**config.mk**
```make
export PLATFORM = sky130hd
export DESIGN_NAME = sdl_loader
export DESIGN_NICKNAME = d
export VERILOG_FILES = /design/src/verilog/sdl_pkg.sv /design/src/verilog/sdl_loader.sv /design/src/verilog/sdl_cfg_reg.sv
export SDC_FILE = /design/constraint.sdc
export NUM_CORES = 1
export LEC_CHECK = 0
export ABC_AREA = 0
export BUFFER_PORTS_ARGS = -buffer_cell sky130_fd_sc_hd__buf_4
export CAP_MARGIN = 20
export CORE_UTILIZATION = 50
export DETAILED_ROUTE_END_ITERATION = 10
export PLACE_DENSITY = 0.79
export SLEW_MARGIN = 15
export SYNTH_ARGS = -nofsm -noshare
export SYNTH_HDL_FRONTEND = slang
export SYNTH_HIERARCHICAL = 1
export SYNTH_SLANG_ARGS = --single-unit
```
**constraint.sdc**
```tcl
create_clock -name clk -period 2.8 [get_ports clk]
set_input_delay 0.56 -clock clk [delete_from_list [all_inputs] [get_ports clk]]
set_output_delay 0.56 -clock clk [all_outputs]
set_load 0.005 [all_outputs]
```
**src/verilog/sdl_pkg.sv**
```systemverilog
// constants, register map and carrier types of the start-up default loader
`default_nettype none
package sdl_pkg;
    // ----------------------------------------------------------------
    // register map
    // ----------------------------------------------------------------
    localparam int SDL_SLOTS = 8;
    localparam logic [7:0] SDL_ADDR_ALERT_MASK = 8'h0C;
    localparam logic [7:0] SDL_ADDR_CABLE_CTRL = 8'h18;
    localparam logic [7:0] SDL_ADDR_CABLE_ILIM = 8'h1E;
    localparam logic [7:0] SDL_ADDR_CABLE_MON = 8'h20;
    localparam logic [7:0] SDL_ADDR_MARGIN = 8'h22;
    localparam logic [7:0] SDL_ADDR_SW_RESET = 8'h23;
    localparam logic [7:0] SDL_ADDR_DISCHARGE = 8'h25;
    localparam logic [7:0] SDL_ADDR_PATH_STATUS = 8'h27;
    localparam logic [7:0] SDL_ADDR_BUS_MON = 8'h2E;
    // slot order of the register file and of the non-volatile words
    localparam logic [7:0] SDL_SLOT_ADDR [SDL_SLOTS] = '{
        SDL_ADDR_ALERT_MASK, SDL_ADDR_CABLE_CTRL, SDL_ADDR_CABLE_ILIM, SDL_ADDR_CABLE_MON,
        SDL_ADDR_MARGIN, SDL_ADDR_SW_RESET, SDL_ADDR_DISCHARGE, SDL_ADDR_BUS_MON};
    // factory defaults, also the value held until the load overwrites it
    localparam logic [7:0] SDL_SLOT_RESET [SDL_SLOTS] = '{
        8'h70, 8'h02, 8'h00, 8'h02, 8'h55, 8'h00, 8'h6F, 8'h01};
    // bits software may write; the others read their reset value
    localparam logic [7:0] SDL_SLOT_WMASK [SDL_SLOTS] = '{
        8'h70, 8'h03, 8'hF0, 8'h03, 8'hFF, 8'h01, 8'hF0, 8'h57};
    // slot fetched from non-volatile memory (1) or software-only (0); bit 8 is the
    // word with no register location
    localparam logic [8:0] SDL_SLOT_NVM = 9'h1D7;
    localparam logic [3:0] SDL_NVM_ONLY_SLOT = 4'h8;
    localparam logic [7:0] SDL_NVM_ONLY_RESET = 8'h01;
    // ----------------------------------------------------------------
    // field positions
    // ----------------------------------------------------------------
    localparam int SDL_ALERT_ATTACH_BIT = 6;
    localparam int SDL_ALERT_MON_BIT = 5;
    localparam int SDL_ALERT_FAULT_BIT = 4;
    localparam int SDL_CABLE_DIS_BIT = 0;
    localparam int SDL_CABLE_EN_BIT = 1;
    localparam int SDL_ILIM_LSB = 4;
    localparam int SDL_CMON_LEVEL_BIT = 0;
    localparam int SDL_CMON_EN_BIT = 1;
    localparam int SDL_HIGH_SHIFT_LSB = 4;
    localparam int SDL_LOW_SHIFT_LSB = 0;
    localparam int SDL_SW_RESET_BIT = 0;
    localparam int SDL_DIS_TIME_LSB = 4;
    localparam int SDL_OVLO_OFF_BIT = 6;
    localparam int SDL_WINDOW_OFF_BIT = 4;
    localparam int SDL_SAFE0_LSB = 1;
    localparam int SDL_UVLO_OFF_BIT = 0;
    localparam int SDL_STANDBY_OFF_BIT = 0;
    localparam int SDL_DISCHARGE_OFF_BIT = 1;
    // safe-zero threshold in tenths of a volt per select code
    localparam logic [4:0] SDL_SAFE0_DV [4] = '{5'h06, 5'h09, 5'h0C, 5'h12};
    // arbitrary value, replace per product
    localparam logic [15:0] SDL_PASSWORD = 16'hA5C3;
    // ----------------------------------------------------------------
    // types
    // ----------------------------------------------------------------
    typedef enum logic [1:0] {SDL_HOLD, SDL_FETCH, SDL_WAIT, SDL_DONE} sdl_state_t;
    typedef struct packed {
        logic attach_change_alert_mask;
        logic monitor_change_alert_mask;
        logic fault_alert_mask;
        logic cable_discharge_en;
        logic cable_supply_en;
        logic [3:0] cable_switch_current_limit;
        logic cable_supply_monitor_en;
        logic cable_supply_low_level_select;
        logic [3:0] bus_high_margin_shift;
        logic [3:0] bus_low_margin_shift;
        logic software_reset_request;
        logic [3:0] bus_discharge_duration;
        logic supply_overvolt_check_off;
        logic bus_window_check_off;
        logic [1:0] safe_zero_level_select;
        logic supply_undervolt_check_off;
        logic standby_power_off;
        logic bus_discharge_off;
    } sdl_cfg_t;
    typedef struct packed {
        logic attached_src;
        logic debug_acc_src;
        logic hv_supplied;
        logic hv_above_ovlo;
        logic hv_above_uvlo;
        logic bus_in_window;
        logic bus_above_uvlo;
    } sdl_cond_t;
endpackage
`default_nettype wire

```
**src/verilog/sdl_loader.sv**
```systemverilog
// start-up default loader, register file and bus power path gating
//
// What this block does
// - every power-up and pin reset copies defaults into the registers, non-volatile ones for memory-backed slots, fixed ones for software-only slots
// - software writes hold until rewritten, power cycle or reset
// - default reprogramming needs the customer password; new values load at reset
// - parameters are software-only, memory-only, or both
// - cable-supply level select defaults 0, cable-supply monitoring enable defaults 1
// - low bus margin shift defaults to 0101b
// - power-up load starts at internal power-on reset release
// - reset-pin load starts at release of the reset pin
// - low-voltage supply used when above 3.1 V, else high-voltage supply
// - with undervolt check on, path needs high supply above its threshold when high supply is present
// - window check off swaps valid range for bus undervolt condition
// - safe-zero select 00,01,10,11 gives 0.6, 0.9, 1.2, 1.8 V
// - software reset acts like reset pin but keeps register values
`default_nettype none
module sdl_loader (
    // clock and power-on reset
    input wire logic clk,
    input wire logic resetn,
    // reset pin, active low
    input wire logic reset_pin_n,
    // register access from the serial engine
    input wire logic reg_wr_en,
    input wire logic reg_rd_en,
    input wire logic [7:0] reg_addr,
    input wire logic [7:0] reg_wdata,
    output logic [7:0] reg_rdata,
    output logic load_done,
    // non-volatile memory read port
    output logic nvm_rd_req,
    output logic [3:0] nvm_addr,
    input wire logic nvm_rd_valid,
    input wire logic [7:0] nvm_rdata,
    // non-volatile memory programming
    input wire logic prog_req,
    input wire logic [15:0] prog_password,
    input wire logic [3:0] prog_addr,
    input wire logic [7:0] prog_data,
    output logic nvm_wr_en,
    output logic [3:0] nvm_wr_addr,
    output logic [7:0] nvm_wr_data,
    // supplies
    input wire logic lv_supply_present,
    input wire logic lv_supply_above_3v1,
    output logic low_voltage_system_supply,
    // power path conditions and open-drain enable pin
    input wire sdl_pkg::sdl_cond_t cond,
    output logic bus_power_path_enable_n_o,
    output logic bus_power_path_enable_n_oe,
    // configuration
    output var sdl_pkg::sdl_cfg_t cfg,
    output logic [4:0] safe_zero_level_dv
);
    import sdl_pkg::*;

    // ----------------------------------------------------------------
    // loader state
    // ----------------------------------------------------------------
    sdl_state_t state;
    logic [3:0] slot;
    logic [7:0] nvm_only;
    logic [7:0] regs [SDL_SLOTS];
    logic [SDL_SLOTS-1:0] hit;
    logic [SDL_SLOTS-1:0] slot_load;
    logic slot_is_nvm;
    logic load_fire;
    logic [7:0] load_data;
    logic last_slot;
    logic wr_ok;
    logic sw_reset;
    logic path_ok;
    logic hv_ok;
    logic bus_ok;
    logic [7:0] read_mux;

    assign slot_is_nvm = SDL_SLOT_NVM[slot];
    assign last_slot = (slot == SDL_NVM_ONLY_SLOT);
    // software-only slots take their fixed default, others the fetched word
    assign load_fire = (state == SDL_FETCH && !slot_is_nvm) ||
        (state == SDL_WAIT && nvm_rd_valid);
    assign load_data = slot_is_nvm ? nvm_rdata : SDL_SLOT_RESET[slot[2:0]];
    assign nvm_rd_req = (state == SDL_FETCH) && slot_is_nvm;
    assign nvm_addr = slot;
    assign load_done = (state == SDL_DONE);

    // sequencer: pin hold, then one slot after another
    always_ff @(posedge clk or negedge resetn) begin
        if (!resetn) begin
            state <= SDL_HOLD;
            slot <= 4'h0;
        end else if (!reset_pin_n) begin
            state <= SDL_HOLD;
            slot <= 4'h0;
        end else begin
            case (state)
                SDL_HOLD: begin
                    state <= SDL_FETCH;
                end
                SDL_FETCH: begin
                    if (slot_is_nvm) begin
                        state <= SDL_WAIT;
                    end else begin
                        slot <= slot + 4'h1;
                    end
                end
                SDL_WAIT: begin
                    if (nvm_rd_valid) begin
                        if (last_slot) begin
                            state <= SDL_DONE;
                        end else begin
                            state <= SDL_FETCH;
                            slot <= slot + 4'h1;
                        end
                    end
                end
                default: begin
                    state <= SDL_DONE;
                end
            endcase
        end
    end

    // word with no register location
    always_ff @(posedge clk or negedge resetn) begin
        if (!resetn) begin
            nvm_only <= SDL_NVM_ONLY_RESET;
        end else if (load_fire && last_slot) begin
            nvm_only <= load_data;
        end
    end

    // ----------------------------------------------------------------
    // register file
    // ----------------------------------------------------------------
    assign wr_ok = reg_wr_en && load_done && reset_pin_n;
    genvar gi;
    generate
        for (gi = 0; gi < SDL_SLOTS; gi++) begin : g_slot
            assign hit[gi] = (reg_addr == SDL_SLOT_ADDR[gi]);
            assign slot_load[gi] = load_fire && (slot == 4'(gi));
            sdl_cfg_reg #(
                .RESET_VAL(SDL_SLOT_RESET[gi]),
                .WMASK(SDL_SLOT_WMASK[gi])
            ) u_reg (
                .clk(clk),
                .resetn(resetn),
                .load_en(slot_load[gi]),
                .load_data(load_data),
                .wr_en(wr_ok && hit[gi]),
                .wr_data(reg_wdata),
                .value(regs[gi])
            );
        end
    endgenerate

    // read selection; unmapped addresses read zero
    always_comb begin
        read_mux = 8'h00;
        if (reg_addr == SDL_ADDR_PATH_STATUS) begin
            read_mux = {7'h00, bus_power_path_enable_n_oe};
        end else begin
            for (int i = 0; i < SDL_SLOTS; i++) begin
                if (hit[i]) begin
                    read_mux = regs[i];
                end
            end
        end
    end

    // read data register
    always_ff @(posedge clk or negedge resetn) begin
        if (!resetn) begin
            reg_rdata <= 8'h00;
        end else if (reg_rd_en) begin
            reg_rdata <= read_mux;
        end
    end

    // ----------------------------------------------------------------
    // configuration fields
    // ----------------------------------------------------------------
    assign cfg.attach_change_alert_mask = regs[0][SDL_ALERT_ATTACH_BIT];
    assign cfg.monitor_change_alert_mask = regs[0][SDL_ALERT_MON_BIT];
    assign cfg.fault_alert_mask = regs[0][SDL_ALERT_FAULT_BIT];
    assign cfg.cable_discharge_en = regs[1][SDL_CABLE_DIS_BIT];
    assign cfg.cable_supply_en = regs[1][SDL_CABLE_EN_BIT];
    assign cfg.cable_switch_current_limit = regs[2][SDL_ILIM_LSB +: 4];
    assign cfg.cable_supply_monitor_en = regs[3][SDL_CMON_EN_BIT];
    assign cfg.cable_supply_low_level_select = regs[3][SDL_CMON_LEVEL_BIT];
    assign cfg.bus_high_margin_shift = regs[4][SDL_HIGH_SHIFT_LSB +: 4];
    assign cfg.bus_low_margin_shift = regs[4][SDL_LOW_SHIFT_LSB +: 4];
    assign cfg.software_reset_request = regs[5][SDL_SW_RESET_BIT];
    assign cfg.bus_discharge_duration = regs[6][SDL_DIS_TIME_LSB +: 4];
    assign cfg.supply_overvolt_check_off = regs[7][SDL_OVLO_OFF_BIT];
    assign cfg.bus_window_check_off = regs[7][SDL_WINDOW_OFF_BIT];
    assign cfg.safe_zero_level_select = regs[7][SDL_SAFE0_LSB +: 2];
    assign cfg.supply_undervolt_check_off = regs[7][SDL_UVLO_OFF_BIT];
    assign cfg.standby_power_off = nvm_only[SDL_STANDBY_OFF_BIT];
    assign cfg.bus_discharge_off = nvm_only[SDL_DISCHARGE_OFF_BIT];

    // ----------------------------------------------------------------
    // power path, supply choice, thresholds, programming
    // ----------------------------------------------------------------
    assign sw_reset = cfg.software_reset_request;
    assign hv_ok = !cond.hv_supplied ||
        ((cfg.supply_overvolt_check_off || !cond.hv_above_ovlo) &&
         (cfg.supply_undervolt_check_off || cond.hv_above_uvlo));
    assign bus_ok = cfg.bus_window_check_off ? cond.bus_above_uvlo : cond.bus_in_window;
    assign path_ok = load_done && !sw_reset && (cond.attached_src || cond.debug_acc_src) &&
        hv_ok && bus_ok;
    assign bus_power_path_enable_n_o = 1'b0;

    // registered outputs
    always_ff @(posedge clk or negedge resetn) begin
        if (!resetn) begin
            bus_power_path_enable_n_oe <= 1'b0;
            low_voltage_system_supply <= 1'b0;
            safe_zero_level_dv <= SDL_SAFE0_DV[0];
            nvm_wr_en <= 1'b0;
            nvm_wr_addr <= 4'h0;
            nvm_wr_data <= 8'h00;
        end else begin
            bus_power_path_enable_n_oe <= path_ok;
            low_voltage_system_supply <= lv_supply_present && lv_supply_above_3v1;
            safe_zero_level_dv <= SDL_SAFE0_DV[cfg.safe_zero_level_select];
            nvm_wr_en <= prog_req && (prog_password == SDL_PASSWORD);
            nvm_wr_addr <= prog_addr;
            nvm_wr_data <= prog_data;
        end
    end

    // ----------------------------------------------------------------
    // assertions
    // ----------------------------------------------------------------
    property p_path_needs_attach;
        @(posedge clk) disable iff (!resetn)
        !(cond.attached_src || cond.debug_acc_src) |=> !bus_power_path_enable_n_oe;
    endproperty
    a_path_needs_attach: assert property (p_path_needs_attach)
        else $error("power path enabled while not attached");

    property p_path_uvlo;
        @(posedge clk) disable iff (!resetn)
        (!cfg.supply_undervolt_check_off && cond.hv_supplied && !cond.hv_above_uvlo)
            |=> !bus_power_path_enable_n_oe;
    endproperty
    a_path_uvlo: assert property (p_path_uvlo)
        else $error("power path enabled with supply under threshold");

    property p_path_window;
        @(posedge clk) disable iff (!resetn)
        (cfg.bus_window_check_off ? !cond.bus_above_uvlo : !cond.bus_in_window)
            |=> !bus_power_path_enable_n_oe;
    endproperty
    a_path_window: assert property (p_path_window)
        else $error("power path enabled with bus condition failing");

    property p_no_write_while_loading;
        @(posedge clk) disable iff (!resetn)
        (!load_done && !load_fire && reg_wr_en) |=> $stable(cfg);
    endproperty
    a_no_write_while_loading: assert property (p_no_write_while_loading)
        else $error("register changed by a write before load complete");

    property p_pin_restarts_load;
        @(posedge clk) disable iff (!resetn)
        !reset_pin_n |=> !load_done ##1
            ($past(reset_pin_n) ? state == SDL_FETCH : !load_done);
    endproperty
    a_pin_restarts_load: assert property (p_pin_restarts_load)
        else $error("reset pin release did not restart the load");

    property p_sw_reset_keeps;
        @(posedge clk) disable iff (!resetn)
        (sw_reset && load_done && reset_pin_n) |=> load_done && !bus_power_path_enable_n_oe;
    endproperty
    a_sw_reset_keeps: assert property (p_sw_reset_keeps)
        else $error("software reset reloaded defaults or left path on");

    property p_monitor_default;
        @(posedge clk) disable iff (!resetn)
        (state == SDL_FETCH && slot == 4'h3 && reset_pin_n)
            |=> cfg.cable_supply_monitor_en && !cfg.cable_supply_low_level_select;
    endproperty
    a_monitor_default: assert property (p_monitor_default)
        else $error("cable-supply monitor default not loaded");

    property p_password;
        @(posedge clk) disable iff (!resetn)
        (prog_req && prog_password != SDL_PASSWORD) |=> !nvm_wr_en;
    endproperty
    a_password: assert property (p_password)
        else $error("programming without valid password");

    property p_safe_zero;
        @(posedge clk) disable iff (!resetn)
        (cfg.safe_zero_level_select == 2'h3) |=> (safe_zero_level_dv == 5'h12);
    endproperty
    a_safe_zero: assert property (p_safe_zero)
        else $error("safe-zero code 11 not 1.8 V");

    property p_supply_select;
        @(posedge clk) disable iff (!resetn)
        (lv_supply_present && !lv_supply_above_3v1) |=> !low_voltage_system_supply;
    endproperty
    a_supply_select: assert property (p_supply_select)
        else $error("low-voltage supply chosen below 3.1 V");

    property p_write_holds;
        @(posedge clk) disable iff (!resetn)
        (load_done && reset_pin_n && !reg_wr_en) |=> $stable(cfg);
    endproperty
    a_write_holds: assert property (p_write_holds)
        else $error("configuration changed without a write");
endmodule // sdl_loader
`default_nettype wire

```
**src/verilog/sdl_cfg_reg.sv**
```systemverilog
// one configuration register with default load and software write
`default_nettype none
module sdl_cfg_reg #(
    parameter logic [7:0] RESET_VAL = 8'h00,
    parameter logic [7:0] WMASK = 8'hFF
) (
    // clock and reset
    input wire logic clk,
    input wire logic resetn,
    // default load
    input wire logic load_en,
    input wire logic [7:0] load_data,
    // software write
    input wire logic wr_en,
    input wire logic [7:0] wr_data,
    // value
    output logic [7:0] value
);
    logic [7:0] stored;

    // load wins over a write in the same cycle
    always_ff @(posedge clk or negedge resetn) begin
        if (!resetn) begin
            stored <= RESET_VAL;
        end else if (load_en) begin
            stored <= load_data;
        end else if (wr_en) begin
            stored <= wr_data;
        end
    end

    // fixed bits always read their reset value
    assign value = (stored & WMASK) | (RESET_VAL & ~WMASK);
endmodule // sdl_cfg_reg
`default_nettype wire

```
==> run metrics <==
RSZ-0062 raised after global routing no; FMAX ~0.39 GHz; crit path from nvm_addr[1]; most frequent cells in the layout 137 x buf_4, 50 x dfrtp_1, 46 x nand2_1, 36 x conb_1, 33 x mux2i_1; r2r worst-path depth 9; HP Class in2async; CTS Buf Count 9; Antenna Cells 0; die height 93.2 um; die span in x 93.2 um; Fin. Hold Viols 0; full die area ~8700 um^2; drt pass-1 iters 5; Mean Syn Cell Area 9.38 um^2; initial antenna violation count 0; Root Buffer clkbuf_8; Final Skew 0.00435 ns; relative slew slack 45.0%; Yosys top cell area share between 30 and 40%; CTS resizes 0; routed vias 3,697; CTS H-tree lvls 3; Worst EP required roughly 2.2 ns; Clk pin slew, worst setup/hold paths 0.08 ns; max-slew violation count 0; row count 32; synth top area cells dfrtp_1 30%, dfstp_2 9.5%, mux2i_1 7.9%; setup bufs post-CTS 0; Netlist Area Pre-Place slightly above 4000 um^2; Startpoint Class register; critical path capture point type output port; # DRC 0; Crit Path Max Fanout 12; dominant synthesized flop cell dfrtp_1; vias in the first global route 3,653; Hold Slack 0.291 ns; Final ANT Viol Nets 0; CP peak stage delay 0.47 ns; WP data arrival slightly above 2 ns; Routed WL per cell 16.7 um; CP Depth 6; area leader, netlist dfrtp_1; crit path to nvm_rd_req; Initial Util 52.7%; buffers and inverters on the worst path 2; Slew @ Worst Pin 0.826 ns; Core ar. 7890 um^2; Reg-to-Reg Start nvm_addr[1]; placed inst area between 5000 and 6000 um^2; gr usage total 27.1%; drt total wl 11,200 um; Final Critical Period 2.58 ns; Total Nets Final 639; pin count of the biggest net entering global routing 66; r2r setup slk 0.37 ns; Max-Cap Viols 0; Clock Sinks 65; Cell Chain, Critical Path inv_1 > ha_1 > mux2i_1 > or2_2 > nor2b_1 > buf_4; Power Dens Cells 517 nW/um^2; fin util 66.1%; yosys warns 6; crit path kind reg2out; Tcrit/Tclk final 92.3%; Yosys reg bits 65; status finished clean; clk buf depth 2; worst IR drop on VDD 0.000334 V; Area Growth Syn to Fin 25.5%; CTS tree built; global-route wire length before repair 18,100 um; Via density 5.53; LEAKAGE 2.38 nW; Netlist cell types 56; FFs w/ async S/R, synth 100%; post-synthesis sequential area ratio 39.6%; most common cell after layout, fill and taps aside buf_4; Port Buffers ~130; Final setup viols 0; post-DP HPWL around 8500 um; FF-to-FF End g_slot[4].u_reg/value[4]; DRT iter0 DRCs 210; setup_tns 0 ns; fin area 5220 um^2; Crit path max-delay family simple AND/OR/NAND/NOR gates; GP Congestion around 0.89; I/O pin cnt 134; clk_lat worst skew 0.35 ns; Post-synth EDFFs 0; cell count after synthesis about 440; GR Overflow Total 0; share of layout cells above drive strength 1 31.4%; hold buffer count at CTS 0; slowest CP cell dfrtp_1
layer usage:
layer / global-route usage [%] / up-vias / wire (um)
li1: - / 1753 / -
met5: 0 / - / 0
met2: 46.6 / 155 / 5520
met3: 4.15 / 23 / 704
met1: 33.7 / 1766 / 4730
met4: 11.4 / 0 / 233
registers in the layout, indices dropped and copies added (netlist names):
name                        flops
nvm_addr                        4
low_voltage_system_supply       1
nvm_only                        2
nvm_wr_en                       1
nvm_wr_addr                     4
g_slot.u_reg/stored            21
state                           2
bus_power_path_enable_n_oe      1
nvm_wr_data                     8
reg_rdata                       8
g_slot.u_reg/value              8
safe_zero_level_dv              5
worst min-delay path by stage:
stage / start / cells past startpoint / end
CTS: prog_data[3] / 1 / nvm_wr_data[3]
detailed placement: reg_rdata[3] / 1 / reg_rdata[3]
finish: resetn / 1 / safe_zero_level_dv[3]
global placement: reg_rdata[3] / 1 / reg_rdata[3]
floorplan: resetn / 0 / bus_power_path_enable_n_oe
global route: prog_data[4] / 1 / nvm_wr_data[4]
Yosys cell counts, drive strengths merged, types with 3 or more instances:
cell     n
nand2   46
nor2     9
o32ai    5
mux2i   33
and3b    3
a221o    5
ha      10
clkbuf  12
o21ai   45
and2    10
dfrtp   50
a21o     7
a21oi    8
o211ai   3
conb     8
nor3    10
o22ai    9
inv     11
nor3b    4
a22oi   12
buf     46
and3     4
nand2b   9
nand3b   4
nor2b   20
nand4    4
mux2     3
nand3    4
o221ai   6
dfstp   15
worst reg2reg max path: stages (launching register included):
cell,delay (ns)
dfrtp_1,0.47
inv_1,0.15
ha_1,0.24
mux2i_1,0.11
nor3_1,0.37
nor2b_1,0.15
nor2_1,0.16
and3_1,0.51
nand2_1,0.10
o21ai_1,0.11
metrics by stage:
step	total power, mW	setup slack, ns	instances
5_1_grt	2.83	0.0592	668
3_5_place_dp	1.90	0.379	652
4_1_cts	2.70	0.206	668
2_1_floorplan	1.53	0.669	471
3_3_place_gp	1.87	0.394	652
6_report	2.70	0.215	668
cells by family (layout without fill, tap and decap cells):
logic type                 count (synthesis)  count (layout)  synth area share (%)
DFF                                       65              65                  39.6
muxes                                     36              36                  8.76
other                                      8              36                 0.722
buffers and inverters                     69             164                  10.6
AOI/OAI and AO/OA                        112             112                  17.8
and+or+nand+nor                          141             141                  19.1
adders and majority gates                 10              10                  3.01
xor gates and xnor gates                   2               2                 0.422
report_power, final:
part / total (mW) / switching (mW) / internal, mW
Combinational: 0.662 / 0.316 / 0.346
Sequential: 1.23 / 0.136 / 1.09
Clock: 0.808 / 0.399 / 0.409
Total: 2.70 / 0.852 / 1.84
final cells by class:
class,count,area [um^2]
Clock inverter,7,71.3
Inverter,11,41.3
Fill cell,655,2670
Timing Repair Buffer,137,1030
Clock buffer,9,124
Sequential cell,65,1650
Multi-Input combinational cell,337,2180
Tap cell,102,128
Note: power is estimated with default switching activity, not from simulation.
